==> src/shared/uamp_pkg.sv <==
// Package for the multiprocessor address-match receiver: register indices, fields, reset values, states.
// Assumes an APB slave whose register byte address is four times the register index.
// Overview of operation
// - Nine-bit modes with multiprocessor on flag only bytes matching given or broadcast address.
// - With multiprocessor off, every complete frame received while the flag is clear sets the receive-done flag.
// - Ten-bit mode with multiprocessor on needs stop bit one and an address match.
// - Address compare is hardware, so unaddressed slaves see no receive-done flag activity.
// - An 8-bit software-programmable match value holds the slave's own address.
// - Given address compares only bit positions where the mask holds one.
// - Broadcast address is match OR mask; its zero bits are don't-care.
// - Match value sits at index A9h, mask at index B9h.
// - Reset clears match and mask to 00h, so every address is accepted.
// - The received ninth bit of each frame that loads the buffer is kept in its own status bit.
// - Frames start being received only while receive enable is high.
// - Buffer load and flag set need flag clear and multiprocessor off or ninth bit one (the stop bit in ten-bit mode).
package uamp_pkg;

  localparam int unsigned IDX_W = 10;
  localparam int unsigned ADDR_W = 12;

  localparam logic [IDX_W-1:0] IDX_CTRL = 10'h000;
  localparam logic [IDX_W-1:0] IDX_STATUS = 10'h001;
  localparam logic [IDX_W-1:0] IDX_RXDATA = 10'h002;
  localparam logic [IDX_W-1:0] IDX_BAUD = 10'h003;
  localparam logic [IDX_W-1:0] IDX_IRQ_STAT = 10'h004;
  localparam logic [IDX_W-1:0] IDX_IRQ_MASK = 10'h005;
  localparam logic [IDX_W-1:0] IDX_MATCH = 10'h0a9;
  localparam logic [IDX_W-1:0] IDX_MASK = 10'h0b9;

  // Control fields
  localparam int unsigned CTRL_REN = 0;
  localparam int unsigned CTRL_MPE = 1;
  localparam int unsigned CTRL_MODE_LO = 2;
  localparam int unsigned CTRL_MODE_HI = 3;

  // Status fields
  localparam int unsigned ST_DONE = 0;
  localparam int unsigned ST_NINTH = 1;
  localparam int unsigned ST_FERR = 2;

  // Interrupt fields
  localparam int unsigned IRQ_W = 2;
  localparam int unsigned IRQ_RX = 0;
  localparam int unsigned IRQ_FE = 1;

  // Serial modes
  localparam logic [1:0] MODE_SYNC = 2'h0;
  localparam logic [1:0] MODE_TEN = 2'h1;

  // Oversampling: three votes on slices 7, 8 and 9 of 16
  localparam logic [3:0] OS_VOTE0 = 4'h7;
  localparam logic [3:0] OS_VOTE1 = 4'h8;
  localparam logic [3:0] OS_VOTE2 = 4'h9;
  localparam logic [3:0] BITS_TEN = 4'h8;
  localparam logic [3:0] BITS_ELEVEN = 4'h9;

  localparam logic [7:0] MATCH_RST = 8'h00;
  localparam logic [7:0] MASK_RST = 8'h00;
  localparam logic [15:0] BAUD_RST = 16'h006c;
  localparam logic [3:0] CTRL_RST = 4'h0;

  typedef enum logic [3:0] {
    RX_IDLE  = 4'b0001,
    RX_START = 4'b0010,
    RX_BITS  = 4'b0100,
    RX_STOP  = 4'b1000
  } uamp_rx_e;

endpackage

==> src/design/uamp_addr_match.sv <==
// Address recognition: given and broadcast hits for a received byte.
// Assumes match value and mask come straight from software registers.
`timescale 1ns/1ps
`default_nettype none
module uamp_addr_match #(
  parameter int unsigned W = 8
) (
  input  wire logic [W-1:0] rx_byte,
  input  wire logic [W-1:0] match_value,
  input  wire logic [W-1:0] match_mask,
  output logic              given_hit,
  output logic              bcast_hit
);
  logic [W-1:0] bcast;

  assign given_hit = ((rx_byte ^ match_value) & match_mask) == '0;
  assign bcast = match_value | match_mask;
  assign bcast_hit = ((rx_byte ^ bcast) & bcast) == '0;

endmodule
`default_nettype wire

==> src/design/uamp_top.sv <==
// Serial receiver with automatic multiprocessor address recognition behind an APB slave.
// Assumes rxd is asynchronous to pclk and the master marks address frames by the ninth bit.
//
// Register access over APB was left to the implementer.
`timescale 1ns/1ps
`default_nettype none
module uamp_top #(
  parameter int unsigned BAUD_W = 16
) (
  input  wire logic                         pclk,
  input  wire logic                         presetn,
  input  wire logic [uamp_pkg::ADDR_W-1:0]  paddr,
  input  wire logic                         psel,
  input  wire logic                         penable,
  input  wire logic                         pwrite,
  input  wire logic [31:0]                  pwdata,
  input  wire logic [3:0]                   pstrb,
  output logic [31:0]                       prdata,
  output logic                              pready,
  output logic                              pslverr,
  input  wire logic                         rxd,
  output logic                              irq
);

  typedef struct packed {
    uamp_pkg::uamp_rx_e         st;
    logic [1:0]                 rxd_sync;
    logic                       rxd_q;
    logic [BAUD_W-1:0]          div_cnt;
    logic [3:0]                 os_cnt;
    logic [1:0]                 votes;
    logic [3:0]                 bit_cnt;
    logic [8:0]                 shift;
    logic [3:0]                 ctrl;
    logic [7:0]                 match_value;
    logic [7:0]                 match_mask;
    logic [7:0]                 rx_data;
    logic                       rx_ninth_bit;
    logic                       rx_done_flag;
    logic                       frame_err;
    logic [uamp_pkg::IRQ_W-1:0] irq_stat;
    logic [uamp_pkg::IRQ_W-1:0] irq_mask;
    logic [BAUD_W-1:0]          baud_div;
    logic [31:0]                prdata;
    logic                       pslverr;
  } uamp_state_s;

  uamp_state_s r;
  uamp_state_s nxt;

  logic                       os_tick;
  logic                       bit_val;
  logic                       nine_bit;
  logic                       multiproc_enable;
  logic                       rx_enable;
  logic [1:0]                 mode;
  logic [7:0]                 frame_byte;
  logic                       frame_ninth;
  logic                       given_hit;
  logic                       bcast_hit;
  logic                       wr_en;
  logic                       setup;
  logic [uamp_pkg::IDX_W-1:0] idx;
  logic                       mapped;
  logic                       rx_ev;
  logic                       fe_ev;
  logic                       qualify;
  logic                       addr_ok;

  assign rx_enable = r.ctrl[uamp_pkg::CTRL_REN];
  assign multiproc_enable = r.ctrl[uamp_pkg::CTRL_MPE];
  assign mode = r.ctrl[uamp_pkg::CTRL_MODE_HI:uamp_pkg::CTRL_MODE_LO];
  assign nine_bit = mode[1];
  assign os_tick = (r.div_cnt == r.baud_div);
  // Majority of three slices; the third vote is the live synchronised level
  assign bit_val = (r.votes[0] & r.votes[1]) | (r.votes[0] & r.rxd_sync[1]) | (r.votes[1] & r.rxd_sync[1]);

  // Ten-bit frames put data in the top eight bits since only eight shifts happen
  assign frame_byte = nine_bit ? r.shift[7:0] : r.shift[8:1];
  assign frame_ninth = nine_bit ? r.shift[8] : bit_val;

  uamp_addr_match #(
    .W (8)
  ) u_match (
    .rx_byte     (frame_byte),
    .match_value (r.match_value),
    .match_mask  (r.match_mask),
    .given_hit   (given_hit),
    .bcast_hit   (bcast_hit)
  );

  // Ninth bit high marks an address frame; in ten-bit mode it is the stop bit
  assign qualify = !multiproc_enable || frame_ninth;
  assign addr_ok = !multiproc_enable || given_hit || bcast_hit;
  assign rx_ev = (r.st == uamp_pkg::RX_STOP) && os_tick && (r.os_cnt == uamp_pkg::OS_VOTE2)
                 && !r.rx_done_flag && qualify && addr_ok;
  assign fe_ev = (r.st == uamp_pkg::RX_STOP) && os_tick && (r.os_cnt == uamp_pkg::OS_VOTE2) && !bit_val;

  assign setup = psel && !penable;
  assign wr_en = psel && penable && pwrite && pstrb[0];
  assign idx = paddr[uamp_pkg::ADDR_W-1:2];
  assign mapped = (paddr[1:0] == 2'h0) &&
                  ((idx == uamp_pkg::IDX_CTRL) || (idx == uamp_pkg::IDX_STATUS) ||
                   (idx == uamp_pkg::IDX_RXDATA) || (idx == uamp_pkg::IDX_BAUD) ||
                   (idx == uamp_pkg::IDX_IRQ_STAT) || (idx == uamp_pkg::IDX_IRQ_MASK) ||
                   (idx == uamp_pkg::IDX_MATCH) || (idx == uamp_pkg::IDX_MASK));

  always_comb begin
    nxt = r;
    nxt.rxd_sync = {r.rxd_sync[0], rxd};
    nxt.rxd_q = r.rxd_sync[1];

    // Receive side
    if (os_tick) begin
      nxt.div_cnt = '0;
    end else begin
      nxt.div_cnt = r.div_cnt + 1'b1;
    end
    unique case (r.st)
      uamp_pkg::RX_IDLE: begin
        // Synchronous mode is not received by this block
        if (rx_enable && (mode != uamp_pkg::MODE_SYNC) && r.rxd_q && !r.rxd_sync[1]) begin
          nxt.st = uamp_pkg::RX_START;
          nxt.os_cnt = '0;
          nxt.div_cnt = '0;
          nxt.bit_cnt = '0;
        end
      end
      uamp_pkg::RX_START, uamp_pkg::RX_BITS, uamp_pkg::RX_STOP: begin
        if (os_tick) begin
          nxt.os_cnt = r.os_cnt + 1'b1;
          if (r.os_cnt == uamp_pkg::OS_VOTE0) begin
            nxt.votes[0] = r.rxd_sync[1];
          end
          if (r.os_cnt == uamp_pkg::OS_VOTE1) begin
            nxt.votes[1] = r.rxd_sync[1];
          end
          if (r.os_cnt == uamp_pkg::OS_VOTE2) begin
            if (r.st == uamp_pkg::RX_START) begin
              nxt.st = bit_val ? uamp_pkg::RX_IDLE : uamp_pkg::RX_BITS;
            end else if (r.st == uamp_pkg::RX_BITS) begin
              nxt.shift = {bit_val, r.shift[8:1]};
              nxt.bit_cnt = r.bit_cnt + 1'b1;
              if (r.bit_cnt == ((nine_bit ? uamp_pkg::BITS_ELEVEN : uamp_pkg::BITS_TEN) - 4'h1)) begin
                nxt.st = uamp_pkg::RX_STOP;
              end
            end else begin
              // Back to edge hunting from the middle of the stop bit
              nxt.st = uamp_pkg::RX_IDLE;
            end
          end
        end
      end
    endcase

    if (rx_ev) begin
      nxt.rx_data = frame_byte;
      nxt.rx_ninth_bit = frame_ninth;
    end

    // Register writes; sticky bits clear on a written one but a same-cycle event wins
    nxt.prdata = r.prdata;
    nxt.pslverr = r.pslverr;
    if (setup) begin
      nxt.pslverr = !mapped;
      nxt.prdata = 32'h0000_0000;
      unique case (1'b1)
        idx == uamp_pkg::IDX_CTRL: nxt.prdata[3:0] = r.ctrl;
        idx == uamp_pkg::IDX_STATUS: nxt.prdata[2:0] = {r.frame_err, r.rx_ninth_bit, r.rx_done_flag};
        idx == uamp_pkg::IDX_RXDATA: nxt.prdata[7:0] = r.rx_data;
        idx == uamp_pkg::IDX_BAUD: nxt.prdata[BAUD_W-1:0] = r.baud_div;
        idx == uamp_pkg::IDX_IRQ_STAT: nxt.prdata[uamp_pkg::IRQ_W-1:0] = r.irq_stat;
        idx == uamp_pkg::IDX_IRQ_MASK: nxt.prdata[uamp_pkg::IRQ_W-1:0] = r.irq_mask;
        idx == uamp_pkg::IDX_MATCH: nxt.prdata[7:0] = r.match_value;
        idx == uamp_pkg::IDX_MASK: nxt.prdata[7:0] = r.match_mask;
        default: nxt.prdata = 32'h0000_0000;
      endcase
      if (!mapped) begin
        nxt.prdata = 32'h0000_0000;
      end
    end
    if (wr_en && mapped) begin
      unique case (1'b1)
        idx == uamp_pkg::IDX_CTRL: nxt.ctrl = pwdata[3:0];
        idx == uamp_pkg::IDX_STATUS: begin
          if (pwdata[uamp_pkg::ST_DONE]) begin
            nxt.rx_done_flag = 1'b0;
          end
          if (pwdata[uamp_pkg::ST_FERR]) begin
            nxt.frame_err = 1'b0;
          end
        end
        idx == uamp_pkg::IDX_BAUD: nxt.baud_div = pwdata[BAUD_W-1:0];
        idx == uamp_pkg::IDX_IRQ_STAT: nxt.irq_stat = r.irq_stat & ~pwdata[uamp_pkg::IRQ_W-1:0];
        idx == uamp_pkg::IDX_IRQ_MASK: nxt.irq_mask = pwdata[uamp_pkg::IRQ_W-1:0];
        idx == uamp_pkg::IDX_MATCH: nxt.match_value = pwdata[7:0];
        idx == uamp_pkg::IDX_MASK: nxt.match_mask = pwdata[7:0];
        default: nxt.ctrl = r.ctrl;
      endcase
    end
    if (rx_ev) begin
      nxt.rx_done_flag = 1'b1;
      nxt.irq_stat[uamp_pkg::IRQ_RX] = 1'b1;
    end
    if (fe_ev) begin
      nxt.frame_err = 1'b1;
      nxt.irq_stat[uamp_pkg::IRQ_FE] = 1'b1;
    end
  end

  always_ff @(posedge pclk or negedge presetn) begin
    if (!presetn) begin
      r.st <= uamp_pkg::RX_IDLE;
      r.rxd_sync <= 2'h3;
      r.rxd_q <= 1'b1;
      r.div_cnt <= '0;
      r.os_cnt <= 4'h0;
      r.votes <= 2'h0;
      r.bit_cnt <= 4'h0;
      r.shift <= 9'h000;
      r.ctrl <= uamp_pkg::CTRL_RST;
      r.match_value <= uamp_pkg::MATCH_RST;
      r.match_mask <= uamp_pkg::MASK_RST;
      r.rx_data <= 8'h00;
      r.rx_ninth_bit <= 1'b0;
      r.rx_done_flag <= 1'b0;
      r.frame_err <= 1'b0;
      r.irq_stat <= '0;
      r.irq_mask <= '0;
      r.baud_div <= uamp_pkg::BAUD_RST[BAUD_W-1:0];
      r.prdata <= 32'h0000_0000;
      r.pslverr <= 1'b0;
    end else begin
      r <= nxt;
    end
  end

  // Zero-wait slave: read data is registered in the setup cycle
  assign pready = 1'b1;
  assign prdata = r.prdata;
  assign pslverr = r.pslverr;
  assign irq = |(r.irq_stat & r.irq_mask);

endmodule
`default_nettype wire

==> config.mk <==
export PLATFORM = sky130hd
export DESIGN_NAME = uamp_top
export DESIGN_NICKNAME = d
export VERILOG_FILES = /design/src/shared/uamp_pkg.sv /design/src/design/uamp_addr_match.sv /design/src/design/uamp_top.sv
export SDC_FILE = /design/constraint.sdc
export NUM_CORES = 1
export LEC_CHECK = 0
export ABC_AREA = 1
export BUFFER_PORTS_ARGS = -buffer_cell sky130_fd_sc_hd__buf_2
export CAP_MARGIN = 25
export CORE_MARGIN = 1.5
export CORE_UTILIZATION = 31
export CTS_BUF_LIST = sky130_fd_sc_hd__clkbuf_2 sky130_fd_sc_hd__clkbuf_4 sky130_fd_sc_hd__clkbuf_8
export DETAILED_ROUTE_END_ITERATION = 10
export GPL_ROUTABILITY_DRIVEN = 0
export GPL_TIMING_DRIVEN = 0
export RECOVER_POWER = 100
export SLEW_MARGIN = 10
export SYNTH_ARGS = -nofsm -noshare
export SYNTH_HDL_FRONTEND = slang
export SYNTH_SLANG_ARGS = --single-unit
export TNS_END_PERCENT = 10
==> constraint.sdc <==
create_clock -name pclk -period 1.91 [get_ports pclk]
set_input_delay 0.382 -clock pclk [delete_from_list [all_inputs] [get_ports pclk]]
set_output_delay 0.382 -clock pclk [all_outputs]
set_load 0.02 [all_outputs]
==> run summary <==
Outcome: completed
Final HPWL DP: 11300 um
Fin crit share: 96.0%
Sw power: 0.978 mW
Kind of critical path: reg -> reg
Setup_tns: 0 ns
Critical path data arrival time: 2.16 ns
Hold Slack: 0.0881 ns
WP depth: 13
Post-synth ARST share: 100%
Slew @ Worst Pin: 0.768 ns
Crit Path Max Fanout: 5
Vias in the first global route: 4838
CP cell instances: inv_2, clkbuf_16, nand2_1, nand2_2, nand2_1, nand3_1, nand2_1, nor2_1, nand2_1, nand2_4, clkbuf_2, nand3_1, nand2_1
Worst-path clk slew: 0.10 ns
Clock Latency Late Sink: 0.39 ns
Total GRT Usage: 15.6%
Routed WL: 15200 um
Core Area: 0.0189 mm^2
Layout Utilization: 37.6%
Slowest CP cell: dfrtp_1
Crit. End Element: flop
Synthesized area per cell: 7.69 um^2
Die height: 143 um
FMAX: 0.546 GHz
Root Buffer: clkbuf_8
Final ANT Viol Nets: 0
Die W: 143 um
Seq cells post-synth: 110
Final slew viol count: 0
Share of the synthesized area in the top cell type: 42.3%
Hold_sp: rxd
P per Cell Area: 548 mW/mm^2
Synth Warn #: 0
DRC Markers: 0
Hold Vio Cnt, Final: 0
Cell Int Power: 2.91 mW
# setup viols final: 0
Layout Area Growth over Synthesis: 17.7%
Fraction of layout cells with a size suffix above 1: 18.0%
Average wire per standard cell: 13.3 um
CP Buf/Inv Count: 3
Leakage power: 3.63 nW
CP max stage delay: 0.42 ns
CTS buffer count: 9
Remaining Overflow, GRT: 0
Reg2reg start: mode[1]
Yosys top cell by area: dfrtp_1
RSZ-0062 raised after global routing: true
Net Sw Frac: 25.1%
CP top delay family: simple AND/OR/NAND/NOR gates
Post-synth top flop: dfrtp_1
Min Tclk post-route: 1.83 ns
Die ar.: 0.0203 mm^2
Sequential power share: 60.0%
Post-Layout Cell Count: 1141
CP dominant cell by count: nand2_1
Ports: 89
Synth top area cells: dfrtp_1 42%, nand2_1 15%, inv_1 5.3%
Sequential area share after synthesis: 45.8%
Logic pwr share: 5.1%
Worst Setup Start Kind: flop
WHS Path Cells: 1
TritonRoute pass-1 iters: 5
Relative slew slack: 48.8%
Hold WC Path Type: in -> reg
Worst-case reg-to-reg path depth: 13
IO buf count: 52
Setup crit start: mode[1]
# fillers: 1983
Vias/cell: 4.63
Iter 0 DRT Violations: 363
CP Data Required Time: 2.24 ns
Largest net degree at the start of global routing: 57
Layout net count: 935
Gate Count Post-Synth: 785
Clk_skew: 0.0150 ns
CTS tree: yes
Initial antenna violation count: 0
Antenna diodes: 0
Synth top cells by count: 235 x nand2_1, 102 x dfrtp_1, 86 x inv_1, 68 x nor2_1, 55 x nand3_1
Clock Tree Buf Depth: 2
Most common cell in the synthesized netlist: nand2_1
Synth cell types: 43
H-tree Lvls: 3
Clock Sinks: 110
Initial core utilization: 32.0%
MaxCap Viol Count: 0
Placed Cells: 1113
VDD IR-drop max: 0.000262 V
Cell Area, Synth: 0.00604 mm^2
DR vias: 5282
First-pass GRT wire length: 24700 um
Row count: 50
Clock share of power: 34.9%
Post-synth EDFFs: 0
layout by cell type (no fill, tap or decap), types with 4 or more instances in the layout:
| cell | count |
|---|---|
| a21oi_1 | 5 |
| ha_1 | 5 |
| buf_4 | 46 |
| nand4_1 | 12 |
| nor2_1 | 63 |
| clkbuf_8 | 10 |
| nand2_1 | 224 |
| dfstp_2 | 7 |
| nand3_1 | 50 |
| o21bai_1 | 5 |
| nor3_1 | 10 |
| nand2_2 | 10 |
| o211ai_1 | 9 |
| clkbuf_1 | 21 |
| inv_1 | 87 |
| o21ai_0 | 54 |
| o22ai_1 | 8 |
| nand3_2 | 5 |
| nor2_4 | 6 |
| nor2_2 | 8 |
| xor2_1 | 22 |
| buf_2 | 33 |
| o21ai_1 | 17 |
| dfrtp_2 | 4 |
| dfrtp_1 | 98 |
| conb_1 | 17 |
logic make-up after synthesis:
kind of cell               Yosys count  synth area share [%]
and+or+nand+nor                    402                  28.3
xor gates and xnor gates            23                  3.34
DFF                                110                  45.8
other                                2                 0.124
adders and majority gates            6                  1.20
buffers and inverters              136                  11.2
AOI/OAI and AO/OA                  106                  10.1
metal layers:
layer / vias up / track usage [%] / share of wire [%]
met5: - / 0 / 0
met4: 0 / 5.05 / 1.7
met3: 20 / 2.73 / 5.4
met2: 138 / 25.3 / 47
met1: 2481 / 21.1 / 46
li1: 2643 / - / -
final cells by class:
cell class                      count  area, um^2  share of cell area [%]
Buffer                             45         345                    4.86
Clock buffer                       10         138                    1.94
Inverter                           91         347                    4.88
Clock inverter                      6        46.3                   0.652
Sequential cell                   110        2770                    39.0
Multi-Input combinational cell    554        2760                    38.9
Timing Repair Buffer               65         374                    5.27
Tap cell                          260         325                    4.58
path summary, 6_finish.rpt:
| check | to | slack, ns |
|---|---|---|
| hold reg to reg | nxt[119] | 0.37 |
| hold / removal | nxt[121] | 0.09 |
| setup reg to reg | r[55] | 0.08 |
| max in group asynchronous | r[49] | 0.31 |
| min in group asynchronous | r[107] | 0.63 |
| setup / recovery | r[55] | 0.08 |
repair_timing:
action                                 in CTS  in global routing
endpoints found under the hold margin      50                  0
setup buffers                               4                  5
setup endpoints to repair                  22                 48
gates resized for setup                     6                 42
pin swaps                                   3                 10
hold buffers                                1                  0
gates cloned                                0                  2
stage by stage:
stage | power (mW) | instance area (um^2) | setup WS, ns
floorplan | 2.47 | 6090 | 0.172
global placement | 2.58 | 6680 | -0.923
detailed placement | 2.59 | 6710 | -0.355
CTS | 3.95 | 6960 | 0.00514
global route | 4.06 | 7110 | -0.0305
finish | 3.89 | 7110 | 0.0770
power groups by stage:
stage               clock network, mW  registers, mW  logic [mW]
CTS                              1.40           2.34       0.211
finish                           1.36           2.33       0.200
global route                     1.50           2.34       0.225
global placement                    0           2.38       0.200
floorplan                           0           2.38      0.0911
detailed placement                  0           2.38       0.209
sequential cells by signal, summed over array words and instances (netlist names):
signal            cells
pslverr               1
mode                  2
nxt                   2
prdata               16
multiproc_enable      1
r                    88
No activity file was read; power rests on OpenSTA's default activity.
